--- config.mk ---
export PLATFORM = sky130hd
export DESIGN_NAME = annunciator_alarm_sequencer
export DESIGN_NICKNAME = d
export VERILOG_FILES = /design/src/inc/annunciator_pkg.sv /design/src/logic/input_conditioner.sv /design/src/logic/annunciator_alarm_sequencer.sv
export SDC_FILE = /design/constraint.sdc
export NUM_CORES = 1
export LEC_CHECK = 0
export BUFFER_PORTS_ARGS = -buffer_cell sky130_fd_sc_hd__buf_2
export CAP_MARGIN = 20
export CORE_ASPECT_RATIO = 0.7
export CORE_MARGIN = 2
export CORE_UTILIZATION = 60
export CTS_BUF_LIST = sky130_fd_sc_hd__clkbuf_8
export DETAILED_ROUTE_END_ITERATION = 6
export PLACE_DENSITY = 0.8
export SLEW_MARGIN = 5
export SYNTH_ARGS = -nofsm -noshare
export SYNTH_HDL_FRONTEND = slang
export SYNTH_SLANG_ARGS = --single-unit
--- constraint.sdc ---
create_clock -name clk_in -period 6.25 [get_ports clk_in]
set_clock_uncertainty 0.15 [all_clocks]
set_input_delay 0.625 -clock clk_in [delete_from_list [all_inputs] [get_ports clk_in]]
set_output_delay 0.625 -clock clk_in [all_outputs]
set_load 0.005 [all_outputs]
--- src/inc/annunciator_pkg.sv ---
// constants shared by the alarm sequencer and its input conditioner
// assumes a single 40 MHz system clock and a synchronous active-low reset
package annunciator_pkg;
    localparam int CHANNELS = 4;
    localparam int CLK_HZ = 40_000_000;
    localparam int RESPONSE_TIME_MS = 10;
    localparam int RESPONSE_CYCLES = (CLK_HZ / 1000) * RESPONSE_TIME_MS;
    // debounce at half the response time leaves margin for sync and sequencing
    localparam int DEBOUNCE_TIME_MS = 5;
    localparam int DEBOUNCE_CYCLES = (CLK_HZ / 1000) * DEBOUNCE_TIME_MS;
    localparam int FAST_HALF_MS = 250;
    localparam int FAST_HALF_CYCLES = (CLK_HZ / 1000) * FAST_HALF_MS;
    // register byte addresses
    localparam logic [7:0] CONFIG_OFFSET = 8'h00;
    localparam logic [7:0] ENABLE_OFFSET = 8'h04;
    localparam logic [7:0] STATUS_OFFSET = 8'h08;
    // per-channel byte lanes in config and status
    localparam int LANE_BITS = 8;
    localparam int CFG_SEQ_POS = 0;
    localparam int CFG_FO_POS = 2;
    localparam int CFG_POL_POS = 3;
    localparam int STS_STATE_POS = 0;
    localparam int STS_FO_POS = 2;
    localparam int STS_ABN_POS = 3;
    localparam logic [31:0] CONFIG_RESET = 32'h0000_0000;
    localparam logic [3:0] ENABLE_RESET = 4'hf;
    // sequence selection codes
    localparam logic [1:0] SEQ_AUTO = 2'h0;
    localparam logic [1:0] SEQ_MANUAL = 2'h1;
    localparam logic [1:0] SEQ_RINGBACK = 2'h2;
    typedef enum logic [1:0] {
        ST_NORMAL,
        ST_ALERT,
        ST_ACKED,
        ST_RINGBACK
    } chan_state_t;
endpackage : annunciator_pkg

--- src/logic/input_conditioner.sv ---
// two-flop synchroniser and debounce filter for a group of slow inputs
// assumes inputs are static far longer than the debounce window
`timescale 1ns/1ps
module input_conditioner #(
    parameter int WIDTH = 8,
    parameter int CYCLES = 200000
) (
    input wire logic clk_in,
    input wire logic reset_n_in,
    input wire logic [WIDTH-1:0] raw_in,
    output logic [WIDTH-1:0] clean_out
);
    localparam logic [23:0] LIMIT = 24'(CYCLES - 1);
    logic [WIDTH-1:0] meta_reg;
    logic [WIDTH-1:0] sync_reg;
    always_ff @(posedge clk_in)
    begin
        if (!reset_n_in)
        begin
            meta_reg <= '0;
            sync_reg <= '0;
        end
        else
        begin
            meta_reg <= raw_in;
            sync_reg <= meta_reg;
        end
    end
    genvar i;
    generate
        for (i = 0; i < WIDTH; i++)
        begin : g_bit
            logic [23:0] cnt_reg;
            logic stable_reg;
            wire differs = sync_reg[i] != stable_reg;
            wire done = cnt_reg == LIMIT;
            always_ff @(posedge clk_in)
            begin
                if (!reset_n_in)
                begin
                    cnt_reg <= '0;
                    stable_reg <= 1'b0;
                end
                else
                begin
                    cnt_reg <= (differs && !done) ? cnt_reg + 24'h1 : 24'h0;
                    stable_reg <= (differs && done) ? sync_reg[i] : stable_reg;
                end
            end
            assign clean_out[i] = stable_reg;
        end
    endgenerate
endmodule : input_conditioner

--- src/logic/annunciator_alarm_sequencer.sv ---
// four-channel alarm annunciator sequencer with an AHB-Lite register slave
// assumes contacts and pushbuttons are slow, bounce, and are not yet synchronised
// Operation
// - abnormal input latches alarm until acknowledged
// - manual: acknowledge silences horn, lamp steady
// - manual: cleared acked alarm waits for reset
// - automatic: acked alarm clears on return
// - ringback: return enters ringback, slow flash, horn
// - ringback: acknowledge silences horn, steady lamp
// - ringback holds until reset pressed or the input goes abnormal again
// - separate alarm and ringback horn outputs
// - first-out channel flashes with distinct pattern
// - first-out reset makes first indication ordinary
// - acknowledge, reset, test pushbuttons accepted
// - per-channel normally open or closed polarity
// - one to four independent channels
// - reflash pulses on every new alarm
// - sequence and options held in registers
// - input change registered within 10 ms
// - fast, slow, steady, intermittent lamp patterns
//
// Local design decisions: the AHB-Lite interface to the registers and the register addresses.
`timescale 1ns/1ps
module annunciator_alarm_sequencer #(
    parameter int DEBOUNCE_CYC = annunciator_pkg::DEBOUNCE_CYCLES,
    parameter int FAST_HALF_CYC = annunciator_pkg::FAST_HALF_CYCLES
) (
    input wire logic clk_in,
    input wire logic reset_n_in,
    input wire logic hsel_in,
    input wire logic [31:0] haddr_in,
    input wire logic [1:0] htrans_in,
    input wire logic hwrite_in,
    input wire logic [2:0] hsize_in,
    input wire logic [31:0] hwdata_in,
    input wire logic hready_in,
    output logic hreadyout_out,
    output logic hresp_out,
    output logic [31:0] hrdata_out,
    input wire logic [annunciator_pkg::CHANNELS-1:0] field_in,
    input wire logic ack_pb_in,
    input wire logic reset_pb_in,
    input wire logic first_out_reset_pb_in,
    input wire logic test_pb_in,
    output logic [annunciator_pkg::CHANNELS-1:0] lamp_out,
    output logic alarm_horn_out,
    output logic ringback_horn_out,
    output logic reflash_out
);
    import annunciator_pkg::*;

    localparam logic [23:0] FAST_LIMIT = 24'(FAST_HALF_CYC - 1);

    // bus slave: zero wait state, always OKAY
    logic [31:0] config_reg;
    logic [3:0] enable_reg;
    logic [31:0] status_word;
    logic wr_pend_reg;
    logic [7:0] wr_addr_reg;
    wire take = hsel_in && hready_in && htrans_in[1];
    wire [7:0] addr_lo = haddr_in[7:0];
    wire addr_in_map = haddr_in[31:8] == 24'h0;
    wire [31:0] rd_value = !addr_in_map ? 32'h0 :
        (addr_lo == CONFIG_OFFSET) ? config_reg :
        (addr_lo == ENABLE_OFFSET) ? {28'h0, enable_reg} :
        (addr_lo == STATUS_OFFSET) ? status_word : 32'h0;
    wire wr_cfg = wr_pend_reg && wr_addr_reg == CONFIG_OFFSET;
    wire wr_en = wr_pend_reg && wr_addr_reg == ENABLE_OFFSET;
    assign hreadyout_out = 1'b1;
    assign hresp_out = 1'b0;

    always_ff @(posedge clk_in)
    begin
        if (!reset_n_in)
        begin
            wr_pend_reg <= 1'b0;
            wr_addr_reg <= 8'h0;
            hrdata_out <= 32'h0;
        end
        else
        begin
            wr_pend_reg <= take && hwrite_in && addr_in_map;
            wr_addr_reg <= addr_lo;
            hrdata_out <= (take && !hwrite_in) ? rd_value : 32'h0;
        end
    end

    always_ff @(posedge clk_in)
    begin
        if (!reset_n_in)
        begin
            config_reg <= CONFIG_RESET;
            enable_reg <= ENABLE_RESET;
        end
        else
        begin
            config_reg <= wr_cfg ? hwdata_in : config_reg;
            enable_reg <= wr_en ? hwdata_in[3:0] : enable_reg;
        end
    end

    // conditioned inputs: four contacts then four pushbuttons
    logic [7:0] clean;
    input_conditioner #(
        .WIDTH(8),
        .CYCLES(DEBOUNCE_CYC)
    ) u_cond (
        .clk_in(clk_in),
        .reset_n_in(reset_n_in),
        .raw_in({test_pb_in, first_out_reset_pb_in, reset_pb_in, ack_pb_in, field_in}),
        .clean_out(clean)
    );

    logic [3:0] pb_prev_reg;
    wire [3:0] pb_level = clean[7:4];
    wire [3:0] pb_edge = pb_level & ~pb_prev_reg;
    wire ack_edge = pb_edge[0];
    wire reset_edge = pb_edge[1];
    wire fo_reset_edge = pb_edge[2];
    wire test_level = pb_level[3];

    always_ff @(posedge clk_in)
    begin
        if (!reset_n_in)
            pb_prev_reg <= 4'h0;
        else
            pb_prev_reg <= pb_level;
    end

    // shared timebase keeps every flashing lamp in step
    logic [23:0] tb_cnt_reg;
    logic [2:0] phase_reg;
    wire tb_tick = tb_cnt_reg == FAST_LIMIT;
    wire fast_flash = phase_reg[0];
    wire slow_flash = phase_reg[2];
    wire inter_flash = phase_reg[0] & phase_reg[2];

    always_ff @(posedge clk_in)
    begin
        if (!reset_n_in)
        begin
            tb_cnt_reg <= 24'h0;
            phase_reg <= 3'h0;
        end
        else
        begin
            tb_cnt_reg <= tb_tick ? 24'h0 : tb_cnt_reg + 24'h1;
            phase_reg <= tb_tick ? phase_reg + 3'h1 : phase_reg;
        end
    end

    function automatic logic [1:0] state_code(input chan_state_t s);
        case (s)
            ST_NORMAL: state_code = 2'h0;
            ST_ALERT: state_code = 2'h1;
            ST_ACKED: state_code = 2'h2;
            default: state_code = 2'h3;
        endcase
    endfunction : state_code

    chan_state_t state_reg [CHANNELS];
    chan_state_t state_next [CHANNELS];
    logic [CHANNELS-1:0] abn;
    logic [CHANNELS-1:0] fo_en;
    logic [CHANNELS-1:0] enter;
    logic [CHANNELS-1:0] in_alarm;
    logic [CHANNELS-1:0] in_alert;
    logic [CHANNELS-1:0] in_ringback;
    logic [CHANNELS-1:0] pattern;
    logic [CHANNELS-1:0] fo_flag_reg;

    // first-out group: lowest index wins a simultaneous arrival
    wire [CHANNELS-1:0] fo_cand = enter & fo_en;
    wire group_busy = |(in_alarm & fo_en) || |fo_flag_reg;
    wire [CHANNELS-1:0] fo_pick = fo_cand & ~(fo_cand - 4'h1);
    wire [CHANNELS-1:0] fo_set = group_busy ? 4'h0 : fo_pick;
    wire [CHANNELS-1:0] fo_clr = {CHANNELS{fo_reset_edge}} | ~in_alarm;

    genvar i;
    generate
        for (i = 0; i < CHANNELS; i++)
        begin : g_chan
            wire [1:0] seq = config_reg[i*LANE_BITS+CFG_SEQ_POS +: 2];
            wire pol_nc = config_reg[i*LANE_BITS+CFG_POL_POS];
            wire en = enable_reg[i];
            wire is_auto = seq == SEQ_AUTO;
            wire is_rb = seq == SEQ_RINGBACK;
            // reserved code falls back to manual reset, the safest hold-on behaviour
            wire is_man = !is_auto && !is_rb;
            assign abn[i] = en && (clean[i] ^ pol_nc);
            assign fo_en[i] = config_reg[i*LANE_BITS+CFG_FO_POS];
            assign in_alarm[i] = state_reg[i] != ST_NORMAL;
            assign in_alert[i] = state_reg[i] == ST_ALERT;
            assign in_ringback[i] = state_reg[i] == ST_RINGBACK;
            assign enter[i] = state_reg[i] != ST_ALERT && state_next[i] == ST_ALERT;

            always_comb
            begin
                state_next[i] = state_reg[i];
                case (state_reg[i])
                    ST_NORMAL:
                        if (abn[i])
                            state_next[i] = ST_ALERT;
                    ST_ALERT:
                        if (ack_edge)
                        begin
                            if (abn[i] || is_man)
                                state_next[i] = ST_ACKED;
                            else if (is_rb)
                                state_next[i] = ST_RINGBACK;
                            else
                                state_next[i] = ST_NORMAL;
                        end
                    ST_ACKED:
                        if (!abn[i])
                        begin
                            if (is_auto)
                                state_next[i] = ST_NORMAL;
                            else if (is_rb)
                                state_next[i] = ST_RINGBACK;
                            else if (reset_edge)
                                state_next[i] = ST_NORMAL;
                        end
                    default:
                        if (abn[i])
                            state_next[i] = ST_ALERT;
                        else if (reset_edge)
                            state_next[i] = ST_NORMAL;
                endcase
                if (!en)
                    state_next[i] = ST_NORMAL;
            end

            always_comb
            begin
                case (state_reg[i])
                    ST_ALERT: pattern[i] = fo_flag_reg[i] ? inter_flash : fast_flash;
                    ST_ACKED: pattern[i] = 1'b1;
                    ST_RINGBACK: pattern[i] = slow_flash;
                    default: pattern[i] = 1'b0;
                endcase
            end

            always_ff @(posedge clk_in)
            begin
                if (!reset_n_in)
                    state_reg[i] <= ST_NORMAL;
                else
                    state_reg[i] <= state_next[i];
            end

            assign status_word[i*LANE_BITS +: LANE_BITS] =
                {4'h0, abn[i], fo_flag_reg[i], state_code(state_reg[i])};

            a_lock_in: assert property (@(posedge clk_in) disable iff (!reset_n_in)
                state_reg[i] == ST_NORMAL && abn[i] |=> state_reg[i] == ST_ALERT)
                else $error("alarm not latched");
            a_alert_hold: assert property (@(posedge clk_in) disable iff (!reset_n_in)
                in_alert[i] && !ack_edge && en |=> in_alert[i])
                else $error("alert left without acknowledge");
            // the horn is registered, so it goes quiet one cycle after the state moves;
            // a fresh arrival in the acknowledge cycle or a held test may keep it sounding
            a_manual_ack: assert property (@(posedge clk_in) disable iff (!reset_n_in)
                in_alert[i] && ack_edge && is_man && en |=> state_reg[i] == ST_ACKED
                && pattern[i]
                ##1 (!alarm_horn_out || $past(|enter, 2) || $past(test_level)))
                else $error("manual acknowledge not steady");
            a_manual_wait: assert property (@(posedge clk_in) disable iff (!reset_n_in)
                state_reg[i] == ST_ACKED && is_man && !reset_edge && en
                |=> state_reg[i] == ST_ACKED)
                else $error("manual alarm cleared without reset");
            a_auto_clear: assert property (@(posedge clk_in) disable iff (!reset_n_in)
                state_reg[i] == ST_ACKED && is_auto && !abn[i] |=> !in_alarm[i])
                else $error("automatic alarm did not clear");
            a_ringback_entry: assert property (@(posedge clk_in) disable iff (!reset_n_in)
                state_reg[i] == ST_ACKED && is_rb && !abn[i] && en
                |=> in_ringback[i] ##1 ringback_horn_out)
                else $error("ringback not entered");
            a_ringback_hold: assert property (@(posedge clk_in) disable iff (!reset_n_in)
                in_ringback[i] && !abn[i] && !reset_edge && en |=> in_ringback[i])
                else $error("ringback left without reset");
            a_ringback_ack: assert property (@(posedge clk_in) disable iff (!reset_n_in)
                in_alert[i] && ack_edge && is_rb && abn[i] && en
                |=> state_reg[i] == ST_ACKED && pattern[i])
                else $error("ringback acknowledge not steady");
            a_disable_off: assert property (@(posedge clk_in) disable iff (!reset_n_in)
                !en |=> state_reg[i] == ST_NORMAL)
                else $error("disabled channel kept state");
            a_reflash_new: assert property (@(posedge clk_in) disable iff (!reset_n_in)
                !in_alert[i] ##1 in_alert[i] |-> reflash_out)
                else $error("new alarm without reflash");
        end
    endgenerate

    always_ff @(posedge clk_in)
    begin
        if (!reset_n_in)
            fo_flag_reg <= 4'h0;
        else
            fo_flag_reg <= fo_set | (fo_flag_reg & ~fo_clr);
    end

    // outputs from flip-flops; test overrides display without touching state
    always_ff @(posedge clk_in)
    begin
        if (!reset_n_in)
        begin
            lamp_out <= 4'h0;
            alarm_horn_out <= 1'b0;
            ringback_horn_out <= 1'b0;
            reflash_out <= 1'b0;
        end
        else
        begin
            lamp_out <= test_level ? enable_reg : pattern;
            alarm_horn_out <= test_level || |in_alert;
            ringback_horn_out <= test_level || |in_ringback;
            reflash_out <= |enter;
        end
    end

    a_reflash_pulse: assert property (@(posedge clk_in) disable iff (!reset_n_in)
        |enter |=> reflash_out ##1 (reflash_out == $past(|enter)))
        else $error("reflash missing");
    a_test_display: assert property (@(posedge clk_in) disable iff (!reset_n_in)
        test_level |=> lamp_out == $past(enable_reg) && alarm_horn_out && ringback_horn_out)
        else $error("test did not light and sound");
    a_horn_split: assert property (@(posedge clk_in) disable iff (!reset_n_in)
        !test_level && !(|in_ringback) && |in_alert |=> alarm_horn_out && !ringback_horn_out)
        else $error("horns not independent");
    a_first_out_one: assert property (@(posedge clk_in) disable iff (!reset_n_in)
        $onehot0(fo_flag_reg))
        else $error("more than one first-out channel");
    a_fo_reset: assert property (@(posedge clk_in) disable iff (!reset_n_in)
        fo_reset_edge && !(|fo_set) |=> fo_flag_reg == 4'h0)
        else $error("first-out flag survived reset");

    c_ringback: cover property (@(posedge clk_in) disable iff (!reset_n_in) |in_ringback);
    c_first_out: cover property (@(posedge clk_in) disable iff (!reset_n_in) |fo_flag_reg);
    c_reflash_busy: cover property (@(posedge clk_in) disable iff (!reset_n_in)
        reflash_out && $countones(in_alarm) > 1);
    c_test_held: cover property (@(posedge clk_in) disable iff (!reset_n_in)
        test_level && |in_alarm);
    c_channel_off: cover property (@(posedge clk_in) disable iff (!reset_n_in)
        !(&enable_reg) && |lamp_out);
endmodule : annunciator_alarm_sequencer

==> impl_summary.txt, run 1 <==
----------------------------------------------------
[Clock tree]
  H-tree depth reported by CTS ... 2
  Post-CTS setup repair buffer count ... 0
  Number of cells upsized or downsized after cts ... 0
  Total CTS buffers ... 50
  Hold buffer count at cts ... 0
  Number of sinks driven by the clock tree ... 342
  Root cell of the clock tree ... sky130_fd_sc_hd__clkbuf_8
  CTS tree ... yes
  Max Root-Sink Buffers ... 3
  Clock latency at the later pin of the worst-skew pair ... 570 ps
  Clock transition at the register clock pins on the worst setup and hold paths after CTS ... 60 ps

[Routing]
  Post-Route WL ... 29600 um
  Detail-routed net length per standard cell ... 14.2 um
  Number of routed nets with antenna violations ... 0
  Number of vias per cell ... 5.41
  Overall via count from detail_route ... 11300
  Initial DRC Count ... 549
  DRC violations left ... 0
  Drt first pass iters ... 5

[Placed design]
  DP HPWL ... 20200 um
  Placed Area ... 15000 um^2
  GP Congestion ... 0.908
  Pre-CTS setup slack ... 2680 ps
  Port buffer count ... 116

[STA]
  Setup total negative slack ... 0 ps
  Maximum frequency from static timing analysis ... 0.392 GHz
  Final Hold Fails ... 0
  Unrepaired setup endpoints after global routing ... false
  Worst hold margin ... 114 ps
  Period utilisation layout ... 40.8%
  Final critical-path required period ... 2550 ps
  Relative max-transition margin ... 41.1%
  Final WS setup ... 3700 ps
  Final setup violation count ... 0
  Final count of pins violating max slew ... 0
  Measured slew at the worst slew-check pin ... 881 ps

[Setup path]
  Kind of critical path ... in -> reg
  Kind of start point of the critical path ... primary input
  Max FO, Critical Path ... 47
  R2R depth ... 5
  Data required, critical path ... 6590 ps
  Data arrival time of the critical path ... 2890 ps
  Kind of end point of the critical path ... flip-flop

[Floorplanning]
  Overall die height ... 133 um
  IO Count ... 123
  Initial core utilization ... 60.9%
  Die boundary width ... 189 um
  Total number of placement rows ... 47
  Standard cell core area ... 23600 um^2
  Area of the die ... 25200 um^2

[Hold path]
  Hold Path Stages ... 2
  Class of the most critical hold timing path ... in -> reg

[Layout]
  Max reg flops ... 192
  Filler instances ... 1919
  Nets ... 1832
  Final Cell Area ... 16100 um^2
  Antenna diode count ... 0
  Register cell area after layout ... 6850 um^2
  Multi-input gate area in the final layout ... 7070 um^2
  Ratio of cells with drive above 1 in the final layout ... 12.4%
  Layout Area Growth over Synthesis ... 12.1%

[Pwr]
  Worst IR Drop VDD ... 0.000201 V
  Static Leak ... 5.78 nW
  PwrDens ... 255 nW/um^2

[Global routing]
  Sum of overflow across all layers after global routing ... 0
  Largest net degree at the start of global routing ... 48
  Wire length of the first global-routing pass ... 49900 um
  Antenna violations before repair ... 0
  Vias in the first global route ... 10500
  Combined global-route utilization of all metal layers ... 23.5%

[Synth]
  Synthesized cell area ... 14400 um^2
  Synthesized netlist net count ... 1726
  Primary flip-flop cell chosen by synthesis mapping ... sky130_fd_sc_hd__dfxtp_1
  Largest area contributor in the synthesized netlist ... sky130_fd_sc_hd__dfxtp_1
  Top area cells in the synthesized netlist ... sky130_fd_sc_hd__dfxtp_1 48%, sky130_fd_sc_hd__nor2_1 7.6%, sky130_fd_sc_hd__xor2_1 6.9%, sky130_fd_sc_hd__xnor2_1 5.9%, sky130_fd_sc_hd__nand2_1 4.1%
  Number of instances in the synthesized netlist ... 1634
  Fraction of registers with async set/reset ... 0%
  Leading cell types by count after synthesis ... 342 x sky130_fd_sc_hd__dfxtp_1, 292 x sky130_fd_sc_hd__nor2_1, 156 x sky130_fd_sc_hd__nand2_1
  Flip-flop and latch count after synthesis ... 342
  Number of different library cells in the post-synthesis netlist ... 66
  Syn avg cell area ... 8.80 um^2
  Cell with the most instances after synthesis ... sky130_fd_sc_hd__dfxtp_1
  Synthesis warning total ... 0
  Number of flops mapped to enable cells by yosys ... 0
  Proportion of synthesized chip area in sequential cells ... 47.6%
  Share of the synthesized area in the top cell type ... 47.6%

[Job]
  Max-capacitance violation count ... 0

[Run status]
  Outcome ... completed

----------------------------------------------------
[final timing paths]
path / startpoint / to / slack, ps
min: field_in[0] / u_cond.meta_reg[0] / 110
max: reset_n_in / hrdata_out[26] / 3700
max reg2reg: tb_cnt_reg[3] / tb_cnt_reg[18] / 3710
min reg2reg: u_cond.meta_reg[7] / u_cond.sync_reg[7] / 280
[kinds of logic (layout without fill, tap and decap cells)]
group,count (synthesis),count (layout),synth area share (%)
other cells,2,2,0.0523
flops,342,342,47.6
xor+xnor,211,211,12.9
compound gates,113,113,4.93
fa+ha+maj,10,10,0.871
mux,17,17,1.18
buf+inv,101,238,3.20
simple gates,838,838,29.2
[per-layer routing]
metal  GRT usage [%]  part of all wire (%)
met5               0                     0
met4            5.60                   1.5
met3            4.61                   5.3
met2            37.6                    45
met1            33.0                    48
[power breakdown]
| part | internal (mW) | switching (mW) | total, mW |
|---|---|---|---|
| clock network | 1.03 | 0.817 | 1.85 |
| registers | 2.19 | 0.00662 | 2.20 |
| logic | 0.0288 | 0.0404 | 0.0692 |
[cell type report]
| cell class | count | area share, % |
|---|---|---|
| repair buffers | 120 | 3.84 |
| clock inverters | 16 | 0.761 |
| multi-input cells | 1191 | 43.9 |
| flip-flops and latches | 342 | 42.5 |
| well taps | 318 | 2.47 |
| clock buffers | 67 | 5.73 |
| inverters | 35 | 0.816 |
[cell usage in the layout (no fill, tap or decap), drive strengths merged, types with 18 or more instances in the layout]
cell    instances
and2           55
a21oi          56
nor2          292
inv            43
buf           120
and3           27
xor2          114
nand4          37
dfxtp         342
nand3         101
nor4           32
o21ai          19
nor3           37
nand2         156
and4           18
xnor2          97
clkbuf         67
[worst max-delay path: stages]
cell	delay, ps
sky130_fd_sc_hd__buf_2	80
sky130_fd_sc_hd__buf_4	400
sky130_fd_sc_hd__nor4b_1	270
sky130_fd_sc_hd__nand4_1	170
sky130_fd_sc_hd__nor3_2	480
sky130_fd_sc_hd__nor3b_4	480
sky130_fd_sc_hd__buf_8	230
sky130_fd_sc_hd__a22o_1	160
[through the flow]
step,utilization (%),power [mW],std cells
3_5_place_dp,63.8,2.31,2005
5_1_grt,68.3,4.26,2089
4_1_cts,68.2,4.16,2088
2_1_floorplan,-,2.28,1634
6_report,68.3,4.11,2089
3_3_place_gp,63.8,2.31,2005
Note: power is estimated with default switching activity, not from simulation.
==> inputs of run 2 (changes only) <==
clock period = 2.51 ns   (was 6.25 ns; I/O delays follow)
==> run 2 against run 1 <==
Compared with the run above: hold slack lost 44 ps; power rose by 140%; sequential power increased by 150%; sequential share of layout area down 1.5 points; cell count is 3.6% higher; register-to-register slack worse by 3500 ps; flip-flop and latch count unchanged; worst setup slack worse by 3400 ps; core utilization grew 2.5 points; clock power up 130%; die area unchanged; critical path depth decreased by 3; largest power group unchanged.
==> impl_summary.txt, run 2 (synthesized netlist as in run 1, its figures left out) <==
----------------------------------------------------
[Layout]
  Fin util ... 70.8%
  Antenna diode count ... 0
  Leading cell types in the layout, fill and taps excluded ... 342 x sky130_fd_sc_hd__dfxtp_1, 291 x sky130_fd_sc_hd__nor2_1, 156 x sky130_fd_sc_hd__nand2_1
  Max reg flops ... 192
  Most common library cell in the layout ignoring fill and taps ... sky130_fd_sc_hd__dfxtp_1
  Layout Area Growth over Synthesis ... 16.2%
  Final Cell Area ... 16700 um^2
  Nets ... 1902
  Ratio of cells with drive above 1 in the final layout ... 12.5%
  Finished Layout Cells ... 2164

[Pwr]
  Static Leak ... 6.09 nW
  Worst IR Drop VDD ... 0.000429 V
  Post-layout total power ... 9.95 mW
  PwrDens ... 596 nW/um^2

[Routing]
  Initial DRC Count ... 775
  Number of vias per cell ... 5.40
  Detail-routed net length per standard cell ... 14.5 um
  Post-Route WL ... 31400 um
  DRC violations left ... 0
  Drt first pass iters ... 5
  Number of routed nets with antenna violations ... 0
  Overall via count from detail_route ... 11700

[Setup path]
  Kind of start point of the critical path ... flip-flop
  Timing startpoint of the critical path ... u_cond.g_bit[5].stable_reg
  Max FO, Critical Path ... 7
  Kind of critical path ... reg -> reg
  Data arrival time of the critical path ... 2570 ps
  Crit Reg-Reg Startpoint ... u_cond.g_bit[5].stable_reg
  Data required, critical path ... 2820 ps
  Kind of end point of the critical path ... flip-flop
  R2R depth ... 5

[Floorplanning]
  Die boundary width ... 189 um
  Area of the die ... 25200 um^2
  Overall die height ... 133 um
  Initial core utilization ... 60.9%
  Total number of placement rows ... 47
  IO Count ... 123
  Standard cell core area ... 23600 um^2

[Clock tree]
  CTS tree ... yes
  Max Root-Sink Buffers ... 3
  H-tree depth reported by CTS ... 2
  Number of sinks driven by the clock tree ... 342
  Clock transition at the register clock pins on the worst setup and hold paths after CTS ... 70 ps
  Root cell of the clock tree ... sky130_fd_sc_hd__clkbuf_8
  Clock latency at the later pin of the worst-skew pair ... 580 ps
  Total CTS buffers ... 49

[STA]
  Final critical-path required period ... 2260 ps
  Measured slew at the worst slew-check pin ... 803 ps
  Period utilisation layout ... 90.0%
  Unrepaired setup endpoints after global routing ... false
  Worst hold margin ... 69.6 ps
  Final Hold Fails ... 0
  Final setup violation count ... 0
  Final WS setup ... 251 ps
  Relative max-transition margin ... 46.5%
  Setup total negative slack ... 0 ps
  Maximum frequency from static timing analysis ... 0.443 GHz
  Final count of pins violating max slew ... 0

[Global routing]
  Combined global-route utilization of all metal layers ... 24.8%
  Sum of overflow across all layers after global routing ... 0
  Wire length of the first global-routing pass ... 52600 um
  Largest net degree at the start of global routing ... 46
  Antenna violations before repair ... 0
  Vias in the first global route ... 11300

[Hold path]
  Class of the most critical hold timing path ... in -> reg
  Hold Path Stages ... 5
  Critical hold path startpoint ... haddr_in[14]

[Job]
  Max-capacitance violation count ... 0

[Placed design]
  Placed Area ... 15200 um^2
  GP Congestion ... 0.880
  Port buffer count ... 116
  Pre-CTS setup slack ... 188 ps
  Placed Cells ... 2026
  DP HPWL ... 20500 um

[Run status]
  Outcome ... completed

----------------------------------------------------
==> run 2: critical path: stages, from the launching register on <==
cell and delay, ps:
sky130_fd_sc_hd__dfxtp_1 460, sky130_fd_sc_hd__nor2b_1 530, sky130_fd_sc_hd__nor3_1 150, sky130_fd_sc_hd__or4b_4 580, sky130_fd_sc_hd__o2111ai_2 200, sky130_fd_sc_hd__o21ai_1 80
==> run 2: layout make-up <==
| type | count | area, um^2 |
|---|---|---|
| clock inverters | 26 | 108 |
| clock buffers | 61 | 840 |
| inverters | 35 | 131 |
| well taps | 318 | 398 |
| fillers | 1801 | 6890 |
| flip-flops and latches | 342 | 6850 |
| repair buffers | 191 | 1300 |
| multi-input cells | 1191 | 7080 |
==> run 2: path summary, 6_finish.rpt <==
path                        endpoint  slack (ps)
setup / recovery      fo_flag_reg[3]         250
hold / removal         hrdata_out[2]          70
setup reg to reg      fo_flag_reg[3]         250
hold reg to reg   u_cond.sync_reg[2]         280
==> run 2: metal layers <==
layer / vias up / track usage (%) / wire length, um
met1: 5466 / 33.6 / 14700
met2: 293 / 39.6 / 14100
met5: - / 0 / 0
met4: 0 / 9.51 / 835
li1: 5847 / - / -
met3: 84 / 4.82 / 1750
==> run 2: repair_timing <==
action                                  CTS  global route
hold buffers                             51             0
endpoints found under the setup margin    0             1
setup buffers                             0             0
resized for setup                         0             1
hold endpoints to repair                 65             0
==> run 2: report_power, final <==
group	total (mW)	switching, mW	internal [mW]
combinational	0.255	0.123	0.132
sequential	5.47	0.0146	5.45
clock	4.23	2.05	2.18
==> inputs of run 3 (changes only) <==
REMOVE_ABC_BUFFERS = 1   (was default)
SLEW_MARGIN = default   (was 5)
==> run 3 against run 2 <==
Compared with the run above: flip-flop and latch count did not move; wire length fell by 0.84%; cell count rose by 0.23%; sequential share of layout area fell by 0.16 points; sequential power barely moved; worst setup slack got worse by 61 ps; largest power group unchanged; clock-buffer cell count rose by 1; largest cell class unchanged; first-iteration DRC count fell by 2.5%; power rose by 1.6%; register-to-register slack got worse by 60 ps.
==> impl_summary.txt, run 3 (synthesized netlist as in run 1, its figures left out) <==
----------------------------------------------------
[Clock tree]
  CTS tree ... yes
  Total CTS buffers ... 52
  Max Root-Sink Buffers ... 3
  Post-CTS setup repair buffer count ... 0
  Root cell of the clock tree ... sky130_fd_sc_hd__clkbuf_8
  Number of cells upsized or downsized after cts ... 0
  Clock latency at the later pin of the worst-skew pair ... 580 ps
  Hold buffer count at cts ... 53
  Number of sinks driven by the clock tree ... 342
  Clock transition at the register clock pins on the worst setup and hold paths after CTS ... 60 ps
  H-tree depth reported by CTS ... 2

[Routing]
  Initial DRC Count ... 756
  Detail-routed net length per standard cell ... 14.3 um
  Drt first pass iters ... 7
  Overall via count from detail_route ... 11600
  Number of routed nets with antenna violations ... 0
  Post-Route WL ... 31100 um
  Number of vias per cell ... 5.35
  DRC violations left ... 0

[Floorplanning]
  Overall die height ... 133 um
  Area of the die ... 25200 um^2
  Die boundary width ... 189 um
  IO Count ... 123
  Initial core utilization ... 60.9%
  Total number of placement rows ... 47
  Standard cell core area ... 23600 um^2

[Layout]
  Most common library cell in the layout ignoring fill and taps ... sky130_fd_sc_hd__dfxtp_1
  Layout Area Growth over Synthesis ... 16.6%
  Nets ... 1909
  Max reg flops ... 192
  Filler instances ... 1818
  Ratio of cells with drive above 1 in the final layout ... 12.8%
  Leading cell types in the layout, fill and taps excluded ... 342 x sky130_fd_sc_hd__dfxtp_1, 291 x sky130_fd_sc_hd__nor2_1, 156 x sky130_fd_sc_hd__nand2_1

[Global routing]
  Wire length of the first global-routing pass ... 52000 um
  Antenna violations before repair ... 1
  Combined global-route utilization of all metal layers ... 24.7%
  Vias in the first global route ... 10900
  Sum of overflow across all layers after global routing ... 0
  Largest net degree at the start of global routing ... 46

[Setup path]
  Data arrival time of the critical path ... 2610 ps
  Register-to-register setup slack ... 190 ps
  Max FO, Critical Path ... 24
  Kind of start point of the critical path ... flip-flop
  Slowest-stage cell, CP ... sky130_fd_sc_hd__or4_4
  Cell breakdown of the critical path ... ha_1 > nand2_1 > or2_1 > or4_4 > nand3_2 > nor2_1
  Kind of critical path ... reg -> reg
  Delay of the slowest cell on the worst path ... 570 ps
  Kind of end point of the critical path ... flip-flop
  Data required, critical path ... 2800 ps

[STA]
  Final setup violation count ... 0
  Final Hold Fails ... 0
  Final critical-path required period ... 2320 ps
  Measured slew at the worst slew-check pin ... 833 ps
  Period utilisation layout ... 92.4%
  Unrepaired setup endpoints after global routing ... false
  Relative max-transition margin ... 44.4%
  Final count of pins violating max slew ... 0
  Setup total negative slack ... 0 ps
  Maximum frequency from static timing analysis ... 0.431 GHz

[Run status]
  Outcome ... completed

[Job]
  Max-capacitance violation count ... 0

[Pwr]
  PwrDens ... 603 nW/um^2
  Worst IR Drop VDD ... 0.000491 V
  Post-layout total power ... 10.1 mW
  Static Leak ... 6.11 nW

[Placed design]
  Port buffer count ... 116
  GP Congestion ... 0.870
  DP HPWL ... 20600 um

[Hold path]
  Class of the most critical hold timing path ... in -> reg

----------------------------------------------------
==> run 3: area by class of cell <==
type / instances / area [um^2] / share of cell area, %
clock buffers: 62 / 853 / 5.09
multi-input cells: 1191 / 7070 / 42.2
repair buffers: 195 / 1320 / 7.87
well taps: 318 / 398 / 2.37
clock inverters: 25 / 136 / 0.814
flip-flops and latches: 342 / 6850 / 40.9
diodes: 1 / 2.50 / 0.0149
inverters: 35 / 131 / 0.784
==> run 3: worst paths after layout <==
check / startpoint / endpoint / cells past startpoint
max: u_cond.g_bit[2].cnt_reg[0] / u_cond.g_bit[2].cnt_reg[15] / 6
min: first_out_reset_pb_in / u_cond.meta_reg[6] / 3
max reg2reg: u_cond.g_bit[2].cnt_reg[0] / u_cond.g_bit[2].cnt_reg[15] / 6
min reg2reg: u_cond.meta_reg[4] / u_cond.sync_reg[4] / 1
==> run 3: per-layer routing <==
metal | vias to the layer above | share of wire [%] | GRT usage, %
li1 | 5859 | - | -
met1 | 5397 | 47 | 34.4
met2 | 284 | 45 | 38.4
met3 | 72 | 5.5 | 4.87
met4 | 0 | 2.7 | 9.03
met5 | - | 0 | 0
==> run 3: where the power goes <==
group	total [mW]	leakage [nW]	switching (mW)	internal, mW
logic	0.255	2.79	0.124	0.131
registers	5.47	2.76	0.0143	5.46
clock network	4.39	0.567	2.06	2.32
total	10.1	6.11	2.20	7.91
==> run 3: stage by stage <==
stage / worst slack [ps] / instances / hold WS (ps) / utilization [%] / cell area [um^2]
2_1_floorplan: 307 / 1568 / 163 / - / 14000
3_3_place_gp: 256 / 2028 / 265 / 64.6 / 15200
3_5_place_dp: 225 / 2028 / 272 / 64.6 / 15200
4_1_cts: 214 / 2168 / 227 / 71.1 / 16800
5_1_grt: 40.4 / 2169 / 265 / 71.1 / 16800
6_report: 190 / 2169 / 267 / 71.1 / 16800
==> run 3: worst max-delay path: cells and delay by family (launching register included) <==
family        cells  cell delay, ps
simple gates      5            1440
flops             1             370
fa+ha+maj         1             230
